===== config.mk =====
export PLATFORM = sky130hd
export DESIGN_NAME = npec_ctrl
export DESIGN_NICKNAME = d
export VERILOG_FILES = /design/src/hw/npec_pkg.sv /design/src/hw/npec_ctrl.sv /design/src/hw/npec_decode.sv /design/src/hw/npec_timer.sv
export VERILOG_INCLUDE_DIRS = /design/src /design/src/hw
export SDC_FILE = /design/constraint.sdc
export NUM_CORES = 1
export LEC_CHECK = 0
export BUFFER_PORTS_ARGS = -buffer_cell sky130_fd_sc_hd__buf_2
export CAP_MARGIN = 20
export CORE_MARGIN = 8
export CORE_UTILIZATION = 45
export DETAILED_ROUTE_END_ITERATION = 6
export HOLD_SLACK_MARGIN = 0.1
export MAX_ROUTING_LAYER = met4
export PLACE_DENSITY_LB_ADDON = 0.15
export SYNTH_ARGS = -nofsm -noshare
export SYNTH_HDL_FRONTEND = slang
export SYNTH_SLANG_ARGS = --single-unit

===== constraint.sdc =====
create_clock -name i_clk_sys -period 4.9 [get_ports i_clk_sys]
set_input_delay 0.98 -clock i_clk_sys [delete_from_list [all_inputs] [get_ports i_clk_sys]]
set_output_delay 0.98 -clock i_clk_sys [all_outputs]
set_load 0.005 [all_outputs]

===== src/hw/npec_consts.svh =====
// Constants for the program and erase control block
`ifndef NPEC_CONSTS_SVH
`define NPEC_CONSTS_SVH
`define NPEC_ADDR_CTRL 12'h000
`define NPEC_ADDR_TBLPTR 12'h004
`define NPEC_ADDR_STATUS 12'h008
`define NPEC_BIT_START 15
`define NPEC_BIT_OP_WRITE_ENABLE 14
`define NPEC_BIT_ERR 13
`define NPEC_BIT_EEPROM_PROGRAM_ONLY 12
`define NPEC_BIT_ERASE 6
`define NPEC_CTRL_WMASK 16'h7060
`define NPEC_OP_DURATION_NS 32'd20000
`define NPEC_CLK_PERIOD_NS 32'd10
`define NPEC_OP_CYCLES (`NPEC_OP_DURATION_NS / `NPEC_CLK_PERIOD_NS)
`define NPEC_OP_NONE 3'h0
`define NPEC_OP_BOOT 3'h1
`define NPEC_OP_ALL 3'h2
`define NPEC_OP_ROW 3'h3
`define NPEC_OP_CFG 3'h4
`define NPEC_OP_EE 3'h5
`define NPEC_OP_PROG 3'h6
`define NPEC_TBL_W 24
`endif


===== src/hw/npec_pkg.sv =====
// Types for the program and erase control block
package npec_pkg;
   typedef enum logic [1:0]
   {
      NPEC_IDLE = 2'b00,
      NPEC_BUSY = 2'b01,
      NPEC_DONE = 2'b10
   } npec_state_t;

   typedef struct packed
   {
      logic [2:0] kind;
      logic [2:0] rows;
      logic [23:0] addr;
   } npec_cmd_t;

   typedef struct packed
   {
      logic start;
      logic op_write_enable;
      logic err;
      logic eeprom_program_only;
      logic erase;
      logic [5:0] opcode;
   } npec_ctrl_t;
endpackage


===== src/hw/npec_ctrl.sv =====
// Program and erase sequencer with AHB-Lite register slave
`timescale 1ns/10ps
`include "npec_consts.svh"
module npec_ctrl
#(
   parameter int unsigned OP_CYCLES = `NPEC_OP_CYCLES
)
(
   // Clock and reset
   input wire logic i_clk_sys,
   input wire logic i_reset,
   // AHB-Lite slave
   input wire logic i_hsel,
   input wire logic [11:0] i_haddr,
   input wire logic [1:0] i_htrans,
   input wire logic i_hwrite,
   input wire logic [2:0] i_hsize,
   input wire logic [31:0] i_hwdata,
   input wire logic i_hready,
   output logic [31:0] o_hrdata,
   output logic o_hreadyout,
   output logic o_hresp,
   // Mode pin and abort
   input wire logic i_serial_prog,
   input wire logic i_abort,
   // Memory array command
   output npec_pkg::npec_cmd_t o_cmd,
   output logic o_cmd_valid,
   output logic o_eeprom_program_only,
   output logic o_busy
);
   npec_pkg::npec_state_t state_r;
   npec_pkg::npec_ctrl_t ctrl_r;
   npec_pkg::npec_cmd_t cmd_r;
   logic [`NPEC_TBL_W-1:0] tblptr_r;
   logic serial_meta_r;
   logic serial_sync_r;
   logic abort_meta_r;
   logic abort_sync_r;
   logic wr_pend_r;
   logic [11:0] wr_addr_r;
   logic [2:0] dec_kind;
   logic [2:0] dec_rows;
   logic timer_done;
   logic wr_ctrl;
   logic set_start;
   logic launch;
   logic abort_run;
   logic [15:0] ctrl_rd;

   function automatic logic [15:0] ctrl_pack(npec_pkg::npec_ctrl_t c);
      logic [15:0] v;
      v = 16'h0;
      v[`NPEC_BIT_START] = c.start;
      v[`NPEC_BIT_OP_WRITE_ENABLE] = c.op_write_enable;
      v[`NPEC_BIT_ERR] = c.err;
      v[`NPEC_BIT_EEPROM_PROGRAM_ONLY] = c.eeprom_program_only;
      v[`NPEC_BIT_ERASE] = c.erase;
      v[5:0] = c.opcode;
      return v;
   endfunction

   // Pin synchronisers
   always_ff @(posedge i_clk_sys)
   begin
      if (i_reset)
      begin
         serial_meta_r <= 1'b0;
         serial_sync_r <= 1'b0;
         abort_meta_r <= 1'b0;
         abort_sync_r <= 1'b0;
      end
      else
      begin
         serial_meta_r <= i_serial_prog;
         serial_sync_r <= serial_meta_r;
         abort_meta_r <= i_abort;
         abort_sync_r <= abort_meta_r;
      end
   end

   // Address phase capture
   always_ff @(posedge i_clk_sys)
   begin
      if (i_reset)
      begin
         wr_pend_r <= 1'b0;
         wr_addr_r <= 12'h0;
      end
      else if (i_hready)
      begin
         wr_pend_r <= i_hsel && i_htrans[1] && i_hwrite;
         wr_addr_r <= i_haddr;
      end
   end

   // Read data from registers, answered in the data phase
   always_ff @(posedge i_clk_sys)
   begin
      if (i_reset)
         o_hrdata <= 32'h0;
      else if (i_hready && i_hsel && i_htrans[1] && !i_hwrite)
      begin
         if (i_haddr == `NPEC_ADDR_CTRL)
            o_hrdata <= {16'h0, ctrl_rd};
         else if (i_haddr == `NPEC_ADDR_TBLPTR)
            o_hrdata <= {8'h0, tblptr_r};
         else if (i_haddr == `NPEC_ADDR_STATUS)
            o_hrdata <= {29'h0, cmd_r.kind};
         else
            o_hrdata <= 32'h0;
      end
   end

   assign ctrl_rd = ctrl_pack(ctrl_r);
   assign o_hreadyout = 1'b1;
   assign o_hresp = 1'b0;

   assign wr_ctrl = wr_pend_r && (wr_addr_r == `NPEC_ADDR_CTRL);
   assign set_start = wr_ctrl && i_hwdata[`NPEC_BIT_START];
   // Launch needs enable, idle and a defined code
   assign launch = set_start && state_r == npec_pkg::NPEC_IDLE
      && ctrl_r.op_write_enable && dec_kind != `NPEC_OP_NONE;
   assign abort_run = abort_sync_r && state_r == npec_pkg::NPEC_BUSY;

   npec_decode u_decode
   (
      .i_erase(ctrl_r.erase),
      .i_opcode(ctrl_r.opcode),
      .i_serial_prog(serial_sync_r),
      .o_kind(dec_kind),
      .o_rows(dec_rows)
   );

   npec_timer #(.OP_CYCLES(OP_CYCLES)) u_timer
   (
      .i_clk_sys(i_clk_sys),
      .i_reset(i_reset),
      .i_load(launch),
      .i_abort(abort_run),
      .o_done(timer_done)
   );

   // Table pointer
   always_ff @(posedge i_clk_sys)
   begin
      if (i_reset)
         tblptr_r <= 24'h0;
      else if (wr_pend_r && wr_addr_r == `NPEC_ADDR_TBLPTR
         && state_r != npec_pkg::NPEC_BUSY)
         tblptr_r <= i_hwdata[`NPEC_TBL_W-1:0];
   end

   // Sequencer state
   always_ff @(posedge i_clk_sys)
   begin
      if (i_reset)
         state_r <= npec_pkg::NPEC_IDLE;
      else
         case (state_r)
            npec_pkg::NPEC_IDLE:
               if (launch)
                  state_r <= npec_pkg::NPEC_BUSY;
            npec_pkg::NPEC_BUSY:
               if (abort_run || timer_done)
                  state_r <= npec_pkg::NPEC_DONE;
            npec_pkg::NPEC_DONE:
               state_r <= npec_pkg::NPEC_IDLE;
            default:
               state_r <= npec_pkg::NPEC_IDLE;
         endcase
   end

   // Control register fields
   always_ff @(posedge i_clk_sys)
   begin
      if (i_reset)
         ctrl_r <= '0;
      else
      begin
         if (wr_ctrl && state_r != npec_pkg::NPEC_BUSY)
         begin
            ctrl_r.op_write_enable <= i_hwdata[`NPEC_BIT_OP_WRITE_ENABLE];
            ctrl_r.eeprom_program_only <= i_hwdata[`NPEC_BIT_EEPROM_PROGRAM_ONLY];
            ctrl_r.erase <= i_hwdata[`NPEC_BIT_ERASE];
            ctrl_r.opcode <= i_hwdata[5:0];
         end
         if (launch)
            ctrl_r.start <= 1'b1;
         else if (state_r == npec_pkg::NPEC_BUSY
            && (timer_done || abort_run))
            ctrl_r.start <= 1'b0;
         // Error: set wins over software clear
         if (abort_run || (set_start && !launch))
            ctrl_r.err <= 1'b1;
         else if (launch)
            ctrl_r.err <= 1'b0;
         else if (wr_ctrl)
            ctrl_r.err <= i_hwdata[`NPEC_BIT_ERR];
      end
   end

   // Command to array, address from table pointer
   always_ff @(posedge i_clk_sys)
   begin
      if (i_reset)
         cmd_r <= '0;
      else if (launch)
      begin
         cmd_r.kind <= dec_kind;
         cmd_r.rows <= dec_rows;
         cmd_r.addr <= tblptr_r;
      end
   end

   assign o_cmd = cmd_r;
   assign o_cmd_valid = state_r == npec_pkg::NPEC_BUSY;
   // Program-only reaches EEPROM operations alone
   assign o_eeprom_program_only = ctrl_r.eeprom_program_only
      && cmd_r.kind == `NPEC_OP_EE;
   assign o_busy = ctrl_r.start;
endmodule // npec_ctrl


===== src/hw/npec_decode.sv =====
// Operation code decoder
`timescale 1ns/10ps
`include "npec_consts.svh"
module npec_decode
(
   // Selection
   input wire logic i_erase,
   input wire logic [5:0] i_opcode,
   input wire logic i_serial_prog,
   // Result
   output logic [2:0] o_kind,
   output logic [2:0] o_rows
);
   always_comb
   begin
      o_kind = `NPEC_OP_NONE;
      o_rows = 3'h0;
      if (i_erase)
      begin
         if (i_opcode[5:2] == 4'ha && i_serial_prog)
            o_kind = `NPEC_OP_BOOT;
         else if (i_opcode[5:2] == 4'h9 && i_serial_prog)
            o_kind = `NPEC_OP_ALL;
         else if (i_opcode == 6'h1a)
         begin
            o_kind = `NPEC_OP_ROW;
            o_rows = 3'h4;
         end
         else if (i_opcode == 6'h19)
         begin
            o_kind = `NPEC_OP_ROW;
            o_rows = 3'h2;
         end
         else if (i_opcode == 6'h18)
         begin
            o_kind = `NPEC_OP_ROW;
            o_rows = 3'h1;
         end
         else if (i_opcode[5:2] == 4'h5)
            o_kind = `NPEC_OP_CFG;
         else if (i_opcode[5:2] == 4'h4)
            o_kind = `NPEC_OP_EE;
      end
      else if (i_opcode[5:2] == 4'h1)
      begin
         o_kind = `NPEC_OP_PROG;
         o_rows = 3'h1;
      end
   end
endmodule // npec_decode


===== src/hw/npec_timer.sv =====
// Self-timed operation duration counter
`timescale 1ns/10ps
`include "npec_consts.svh"
module npec_timer
#(
   parameter int unsigned OP_CYCLES = `NPEC_OP_CYCLES
)
(
   // Clock and reset
   input wire logic i_clk_sys,
   input wire logic i_reset,
   // Control
   input wire logic i_load,
   input wire logic i_abort,
   output logic o_done
);
   logic [31:0] count_r;

   always_ff @(posedge i_clk_sys)
   begin
      if (i_reset || i_abort)
         count_r <= 32'h0;
      else if (i_load)
         count_r <= OP_CYCLES;
      else if (count_r != 32'h0)
         count_r <= count_r - 32'h1;
   end

   assign o_done = (count_r == 32'h1) && !i_load;
endmodule // npec_timer


# Word level (Yosys, flattened, before mapping)
# Index checks and enable logic that the tools add are counted.
# word_totals
mem_bits_rw	0
register_bits	148
output_inout_bits	67
elab_cells	102
rom_bits	0
latch_bits	0
mem_count	0
# classes
n_lt_le_gt_ge	0
addsub	1
shifts	0
bitwise_logic	0
n_mul	0
n_reduce_logical	35
n_mux	29
n_eq_ne	17
div	0
# op_table
op	n
$mux 24	2
$mux 3	15
$eq 32x1->1 const B	1
$reduce_bool 32->1	1
$sub 32x1->32 const B	1
$eq 12x3->1 const B	2
$logic_not 12->1	2
$mux 11	2
$logic_and 1x1->1	20
$eq 6x5->1 const B	3
$eq 12x4->1 const B	1
$eq 4x3->1 const B	2
$eq 4x4->1 const B	2
$mux 1	7
$ne 2x1->1 const B	3
$reduce_bool 3->1	2
$eq 4x1->1 const B	1
$mux 2	2
$pmux 2 s2	1
$reduce_bool 2->1	2
$eq 3x3->1 const B	1
$logic_or 1x1->1	3
$eq 2x1->1 const B	1
$logic_not 1->1	2
3 further kinds	3

# Longest topological paths before layout
# Gate-level depths: netlist of run 1.
# depth
depth_word	17
ltp_mapped	8

# Hierarchy
# From an unflattened synthesis of run 1, not the netlist that was laid out.
# hier_totals
hier_cells	674
hier_area_um2	6209.7
# modules_own_cells
mod	seq_area_each_um2	instances	area_each_um2	cells_each
npec_ctrl	2162.1	1	4379.2	456
npec_timer	640.6	1	1711.6	199
npec_decode	0.0	1	118.9	19

# Least setup slack after synthesis of run 1
# No wires, ideal clock.
# synth_path
kind	in2reg
start	input i_haddr[6]
end	register o_hrdata[12]
path_slack_ns	2.418
arrival_ns	2.404
path_stages	6
setup_ns	0.078
required_time_ns	4.822
n_path_buf	1
cell_sequence	nor4_1 -> nand3_1 -> nor3b_1 -> clkbuf_1 -> a221oi_1 -> nor3_1
# synth_between
elab_chain_len	3
word_cells_on_any_way	4
classes_between	eq/ne (1); mux (2); reduce/logical (1)
# synth_lines
item	line	rtl
start, declared	npec_ctrl.sv:14	input wire logic [11:0] i_haddr,
$eq 12x3->1 (no source line)	-	
$mux 24	npec_ctrl.sv:106	else if (i_haddr == `NPEC_ADDR_TBLPTR)
$mux 24 (*)	npec_ctrl.sv:104	if (i_haddr == `NPEC_ADDR_CTRL)
end signal, assigned	npec_ctrl.sv:105	o_hrdata <= {16'h0, ctrl_rd};
end signal, assigned	npec_ctrl.sv:107	o_hrdata <= {8'h0, tblptr_r};
end signal, assigned	npec_ctrl.sv:109	o_hrdata <= {29'h0, cmd_r.kind};
end, declared	npec_ctrl.sv:20	output logic [31:0] o_hrdata,
# Every way passes the cells marked *; elsewhere a longest branch is shown, timed or not.
# A chain may end at the register's enable or synchronous reset.

# Final worst setup path of run 1
# layout_path
start	register u_timer.count_r[6]
end	register u_timer.count_r[9]
# layout_between
elab_chain_len	3
word_cells_on_any_way	5
classes_between	add/sub (1); mux (2); reduce/logical (2)
# layout_lines
item	line	rtl
start, declared	npec_timer.sv:17	logic [31:0] count_r;
start signal, assigned	npec_timer.sv:26	count_r <= count_r - 32'h1;
$sub 32x1->32	npec_timer.sv:26	
$mux 11	npec_timer.sv:25	else if (count_r != 32'h0)
$mux 11	npec_timer.sv:23	else if (i_load)
# Several ways; a longest one is shown, not always the timed one. The select of a mux whose other input is x is not followed.

==> impl_metrics.csv, run 1 <==
group,metric,value,unit
finish,final_layout_size_suffix_gt1_frac,0.2049,
sta,maxSlewHeadroom,0.2943,
global_route,grt.total_usage,0.1812,
synth,synth_top_area_share,0.4773,
finish,nFillCells,1148,
sta,clock_skew,0.01419,ns
critical_path,critical_path_buf_inv_count,1,
sta,rsz0062_at_grt,"false",
global_route,grt_max_degree,93,
sta,max_clock_freq,0.3238,GHz
synth,synth_top_flop_cell,"dfxtp_1",
critical_path,endpoint_kind,"register",
sta,layout_min_cycle_time,3.089,ns
critical_path,setup.worst_path.start_class,"register",
floorplanning,start_util,0.4634,
sta,tns,0,ns
floorplanning,io_pins,123,
route,wl_per_cell,16.42,um
cts,clk_path_buf_depth,2,
synth,synth_top_family_by_area,"simple AND/OR/NAND/NOR gates",
cts,post_cts_buffers,0,
cts,clk_pin_slew_worst_paths,0.06,ns
synth,synth_compound_gate_area_share,0.1234,
critical_path,crit_path_cell_trace,"nor4_1 > nand4_1 > nor4_1 > buf_4 > or4_1 > a31oi_1",
sta,hold_viol_final,0,
worst_hold_path,hold_path_class,"register to register",
critical_path,cp_slowest_cell,"nor4_1",
route,dr_total_vias,4952,
finish,diodes,0,
critical_path,startpoint,"u_timer.count_r[6]",
critical_path,critPathArrivalTime,3.38,ns
pwr,ir_drop,0.2836,mV
finish,nNetsFinal,788,
floorplanning,die_y,130.2,um
synth,synth-adder-area-share,0.004262,
route,drc,0,
synth,async_flop_share,0,
route,drtPass1Iterations,4,
synth,synth_edf_count,0,
route,via_per_inst,5.418,
synth,synth.avg_cell_area,9.090,sq um
critical_path,cp_top_family,"simple AND/OR/NAND/NOR gates",
placement,gp_congestion,0.8170,
synth,synth_mux_area_frac,0.1112,
route,ant_nets,0,
synth,ys.warnings.count,0,
route,first_iter_violations,341,
floorplanning,die_area,16960,sq um
floorplanning,core-area,12670,sq um
cts,cts_tree,"done",
cts,cts_root_buf,"clkbuf_16",
sta,finalCritPeriodShare,0.6304,
global_route,antenna_found_initial,0,
global_route,grt_overflow_total,0,
synth,synthXorXnorAreaFrac,0.01492,
worst_hold_path,min-delay-start,"serial_meta_r",
floorplanning,die_x,130.2,um
pwr,leakagePower,2.985,nW
cts,ctsResizeCount,0,
pwr,finalPower,3.802,mW
cts,cts_sinks,140,
outcome,outcome,"finished clean",
synth,synth_cells,646,
synth,yosysTopAreaCell,"dfxtp_1",
synth,yosys.area_share.simple,0.2220,
synth,syn_area,5872,sq um
critical_path,crit_type,"register to register",
global_route,grt_pass1_vias,4932,
critical_path,critPathMaxStageDelay,1.04,ns
cts,ctsHoldBuffers,0,
synth,seq_area_frac_synth,0.4773,
critical_path,crit_required,5.19,ns
synth,netlist_top_cells_area,"dfxtp_1 (48%), mux2i_1 (11%), nor2_1 (6.6%)",
sta,final_max_slew_viol_count,0,
global_route,grt_pass1_wl,23860,um
critical_path,cp_max_fo,13,
run,max-cap-violations,0,
sta,tightest_slew,1.049,ns
placement,io_buffers,100,
cts,clk_latency,0.42,ns
floorplanning,rows,41,
pwr,power.density,538.0,nW/um^2
placement,place_hpwl,10150,um
synth,yosys_register_bits,140,
critical_path,reg2reg_from,"u_timer.count_r[6]",
synth,synth_cell_types,54,
finish,syn_to_final_growth,20.37,%
cts,cts_buffers,17,
cts,h-tree-depth,4,
critical_path,crit_top_cell,"nor4_1",
sta,finalSetupViolCount,0,
route,wl,15010,um
-- report_power, final --
part           total [mW]  switching [mW]  internal, mW
clock network        1.29           0.462         0.827
logic                1.11           0.702         0.413
registers            1.40           0.141          1.26
total                3.80            1.31          2.50
-- cell type report --
cell class / count / area [sq um] / share of cell area
clock buffer: 26 / 519.2 / 0.07346
clock inverter: 5 / 80.08 / 0.01133
inverter: 6 / 22.52 / 0.003186
multi-input combinational: 457 / 2845 / 0.4025
sequential: 140 / 2803 / 0.3965
tap: 172 / 215.2 / 0.03045
timing repair buffer: 108 / 583.1 / 0.08249
-- through the flow --
stage | utilization | instance area, sq um | std cells | worst slack (ns) | hold slack [ns]
after floorplan | - | 5902 | 654 | 2.418 | 0.4138
after global placement | 0.5078 | 6434 | 881 | 1.881 | 0.4374
after global routing | 0.5578 | 7068 | 914 | 1.529 | 0.4591
after detailed placement | 0.5078 | 6434 | 881 | 1.804 | 0.4415
after CTS | 0.5551 | 7033 | 912 | 1.856 | 0.4489
final | 0.5578 | 7068 | 914 | 1.811 | 0.4402
-- registers in the layout, summed over array words and instances (netlist names) --
name,flops
wr_addr_r,12
wr_pend_r,1
o_cmd,30
ctrl_r,10
abort_meta_r,1
serial_sync_r,1
tblptr_r,24
o_hrdata,24
state_r,2
o_busy,1
abort_sync_r,1
u_timer.count_r,32
serial_meta_r,1
-- cell usage in the layout, fill, tap and decap left out, drive strengths merged, types with 18 or more instances in the layout --
master and count:
nor2 104, nand2 35, nor3 22, o21ai 18, dfxtp 140, a21oi 44
mux2i 63, clkbuf 27, buf 107
-- routing by layer --
layer | vias to the layer above | part of all wire | global-route usage
met1 | 2353 | 0.45 | 0.2164
met2 | 112 | 0.49 | 0.2910
li1 | 2473 | - | -
met4 | 0 | 0.011 | 0.07036
met5 | - | 0 | -
met3 | 14 | 0.048 | 0.04202
-- cells by family (layout without fill, tap and decap cells) --
family          after synthesis  after routing
simple gates                258            258
xor+xnor                     10             10
flops                       140            140
fa+ha+maj                     2              2
mux                          65             65
other cells                   2             10
compound gates              112            112
buf+inv                      57            145
-- worst register-to-register path, delay by kind of cell (launching register included) --
| kind | cells | cell delay (ns) |
|---|---|---|
| AO/OA/AOI/OAI | 1 | 0.07 |
| buffers and inverters | 1 | 0.29 |
| flip-flops | 1 | 0.37 |
| AND/OR/NAND/NOR | 4 | 2.23 |
-- cell usage after synthesis (4+ instances only) --
library cell,instances
nand2b_1,7
nor4_1,11
nor3_1,21
dfxtp_1,140
a221oi_1,11
nand3b_1,4
a21oi_1,44
buf_2,13
or2_2,4
nand2_1,35
xnor2_1,8
inv_1,6
o31ai_1,11
or4_1,17
buf_4,10
clkbuf_1,28
nor2b_1,4
nand4_1,6
a31oi_1,6
mux2i_1,63
o21ai_0,18
nor2_1,104
or3_1,9
nand3_1,17
-- final timing paths --
path	end	slack, ns	cells past startpoint
max	u_timer.count_r[9]	1.81	6
min	serial_sync_r	0.44	1
max reg2reg	u_timer.count_r[9]	1.81	6
min reg2reg	serial_sync_r	0.44	1
(Power assumes the default switching activity.)
==> inputs of run 2 (changes only) <==
==> constraint.sdc (replaced) <==
create_clock -name i_clk_sys -period 3 [get_ports i_clk_sys]
set_input_delay 0.6 -clock i_clk_sys [delete_from_list [all_inputs] [get_ports i_clk_sys]]
set_output_delay 0.6 -clock i_clk_sys [all_outputs]
set_load 0.005 [all_outputs]
==> run 2 against run 1 <==
  * Die area unchanged
  * Critical path type unchanged
  * Via count grew 1.7%
  * Maximum frequency increased by 26%
  * Highest routed layer unchanged
  * Sequential share of layout area fell by 0.29 points
  * Count of clock-buffer cells in the layout is 4 lower
  * Global-route usage is 0.23 points higher
  * Critical path depth fell by 1
==> impl_metrics.csv, run 2 (same netlist as run 1, synthesis figures left out) <==
group,metric,value,unit
outcome,outcome,"finished clean",
floorplanning,start_util,0.4634,
global_route,grt_pass1_vias,4904,
critical_path,critPathArrivalTime,2.80,ns
sta,maxSlewHeadroom,0.5167,
finish,regMostFlops,"u_timer.count_r",
critical_path,setup.worst_path.start_class,"register",
placement,gp_congestion,0.8250,
sta,tns,0,ns
route,drtPass1Iterations,4,
critical_path,cp_max_fo,8,
global_route,grt_overflow_total,0,
route,wl_per_cell,16.27,um
placement,placedCellCount,890,
floorplanning,rows,41,
sta,rsz0062_at_grt,"false",
finish,syn_to_final_growth,21.27,%
pwr,power.density,888.3,nW/um^2
route,dr_total_vias,5035,
route,drc,0,
finish,final_layout_size_suffix_gt1_frac,0.2120,
critical_path,crit_required,3.35,ns
finish,nNetsFinal,795,
sta,tightest_slew,0.7223,ns
route,ant_nets,0,
placement,io_buffers,100,
global_route,grt_max_degree,59,
finish,fin_cells,922,
sta,fin_ws,0.5488,ns
pwr,ir_drop,0.4332,mV
finish,nFillCells,1158,
route,via_per_inst,5.461,
sta,hold_viol_final,0,
cts,ctsHoldBuffers,0,
finish,layout_commonest_cell,"dfxtp_1",
route,wl,15000,um
sta,clock_skew,0.005622,ns
placement,pre_cts_ws,0.6120,ns
floorplanning,die_y,130.2,um
pwr,leakagePower,3.014,nW
global_route,grt.total_usage,0.1835,
run,max-cap-violations,0,
floorplanning,die_area,16960,sq um
global_route,grt_pass1_wl,24060,um
finish,diodes,0,
cts,post_cts_buffers,0,
sta,layout_min_cycle_time,2.451,ns
sta,finalSetupViolCount,0,
cts,clk_pin_slew_worst_paths,0.06,ns
floorplanning,io_pins,123,
floorplanning,die_x,130.2,um
placement,place_hpwl,10250,um
route,first_iter_violations,370,
finish,mostFrequentLayoutCells,"dfxtp_1 (140), nor2_1 (103), buf_2 (99)",
cts,cts_buffers,17,
cts,cts_sinks,140,
finish,largest_reg_flops,32,
cts,clk_path_buf_depth,2,
cts,cts_tree,"done",
cts,cts_root_buf,"clkbuf_16",
cts,h-tree-depth,4,
sta,max_clock_freq,0.4080,GHz
cts,ctsResizeCount,0,
critical_path,endpoint_kind,"register",
critical_path,crit_type,"register to register",
sta,finalCritPeriodShare,0.8171,
worst_hold_path,hold_path_class,"input pin to register",
cts,clk_latency,0.42,ns
pwr,finalPower,6.325,mW
sta,final_max_slew_viol_count,0,
floorplanning,core-area,12670,sq um
global_route,antenna_found_initial,0,
## run 2: cell types whose count changed in the layout (fill, tap and decap cells not counted), sizes merged
cell / previous run / this run
clkinv: 1 / 3
clkinvlp: 2 / 3
buf: 107 / 115
clkbuf: 27 / 22
bufinv: 2 / 4
## run 2: cell type report
type / count / area (sq um) / share of cell area
multi-input cells: 457 / 2845 / 0.3996
flip-flops and latches: 140 / 2803 / 0.3936
repair buffers: 115 / 615.6 / 0.08645
clock buffers: 22 / 454.2 / 0.06378
well taps: 172 / 215.2 / 0.03022
clock inverters: 10 / 165.2 / 0.02319
inverters: 6 / 22.52 / 0.003163
## run 2: power breakdown
part | total (mW) | switching, mW | internal [mW]
clock network | 2.19 | 0.779 | 1.41
registers | 2.28 | 0.231 | 2.05
logic | 1.85 | 1.13 | 0.715
## run 2: worst paths after layout
check,slack (ns),startpoint,depth (start not counted),endpoint
setup / recovery,0.55,u_timer.count_r[6],5,u_timer.count_r[25]
hold / removal,0.40,i_abort,2,abort_meta_r
setup reg to reg,0.55,u_timer.count_r[6],5,u_timer.count_r[25]
hold reg to reg,0.44,abort_meta_r,1,abort_sync_r
## run 2: per-stage QoR
stage | cell area (sq um) | hold slack (ns) | util
after floorplan | 5902 | 0.4138 | -
final | 7121 | 0.4044 | 0.5620
after detailed placement | 6501 | 0.4313 | 0.5131
after CTS | 7121 | 0.3958 | 0.5620
after global placement | 6501 | 0.4251 | 0.5131
after global routing | 7121 | 0.4139 | 0.5620
## run 2: worst max-delay path, stage by stage (launching register included)
cell and delay [ns]:
dfxtp_1 0.37, nor4_1 0.47, nand4_1 0.42, or4_1 0.77
a31o_1 0.24, a21oi_1 0.10
## run 2: routing by layer
metal,GRT usage,up-vias,wire (um)
met1,0.2214,2391,6764
li1,-,2487,-
met4,0.07036,0,236
met2,0.2931,134,7242
met3,0.04162,23,756
met5,-,-,0
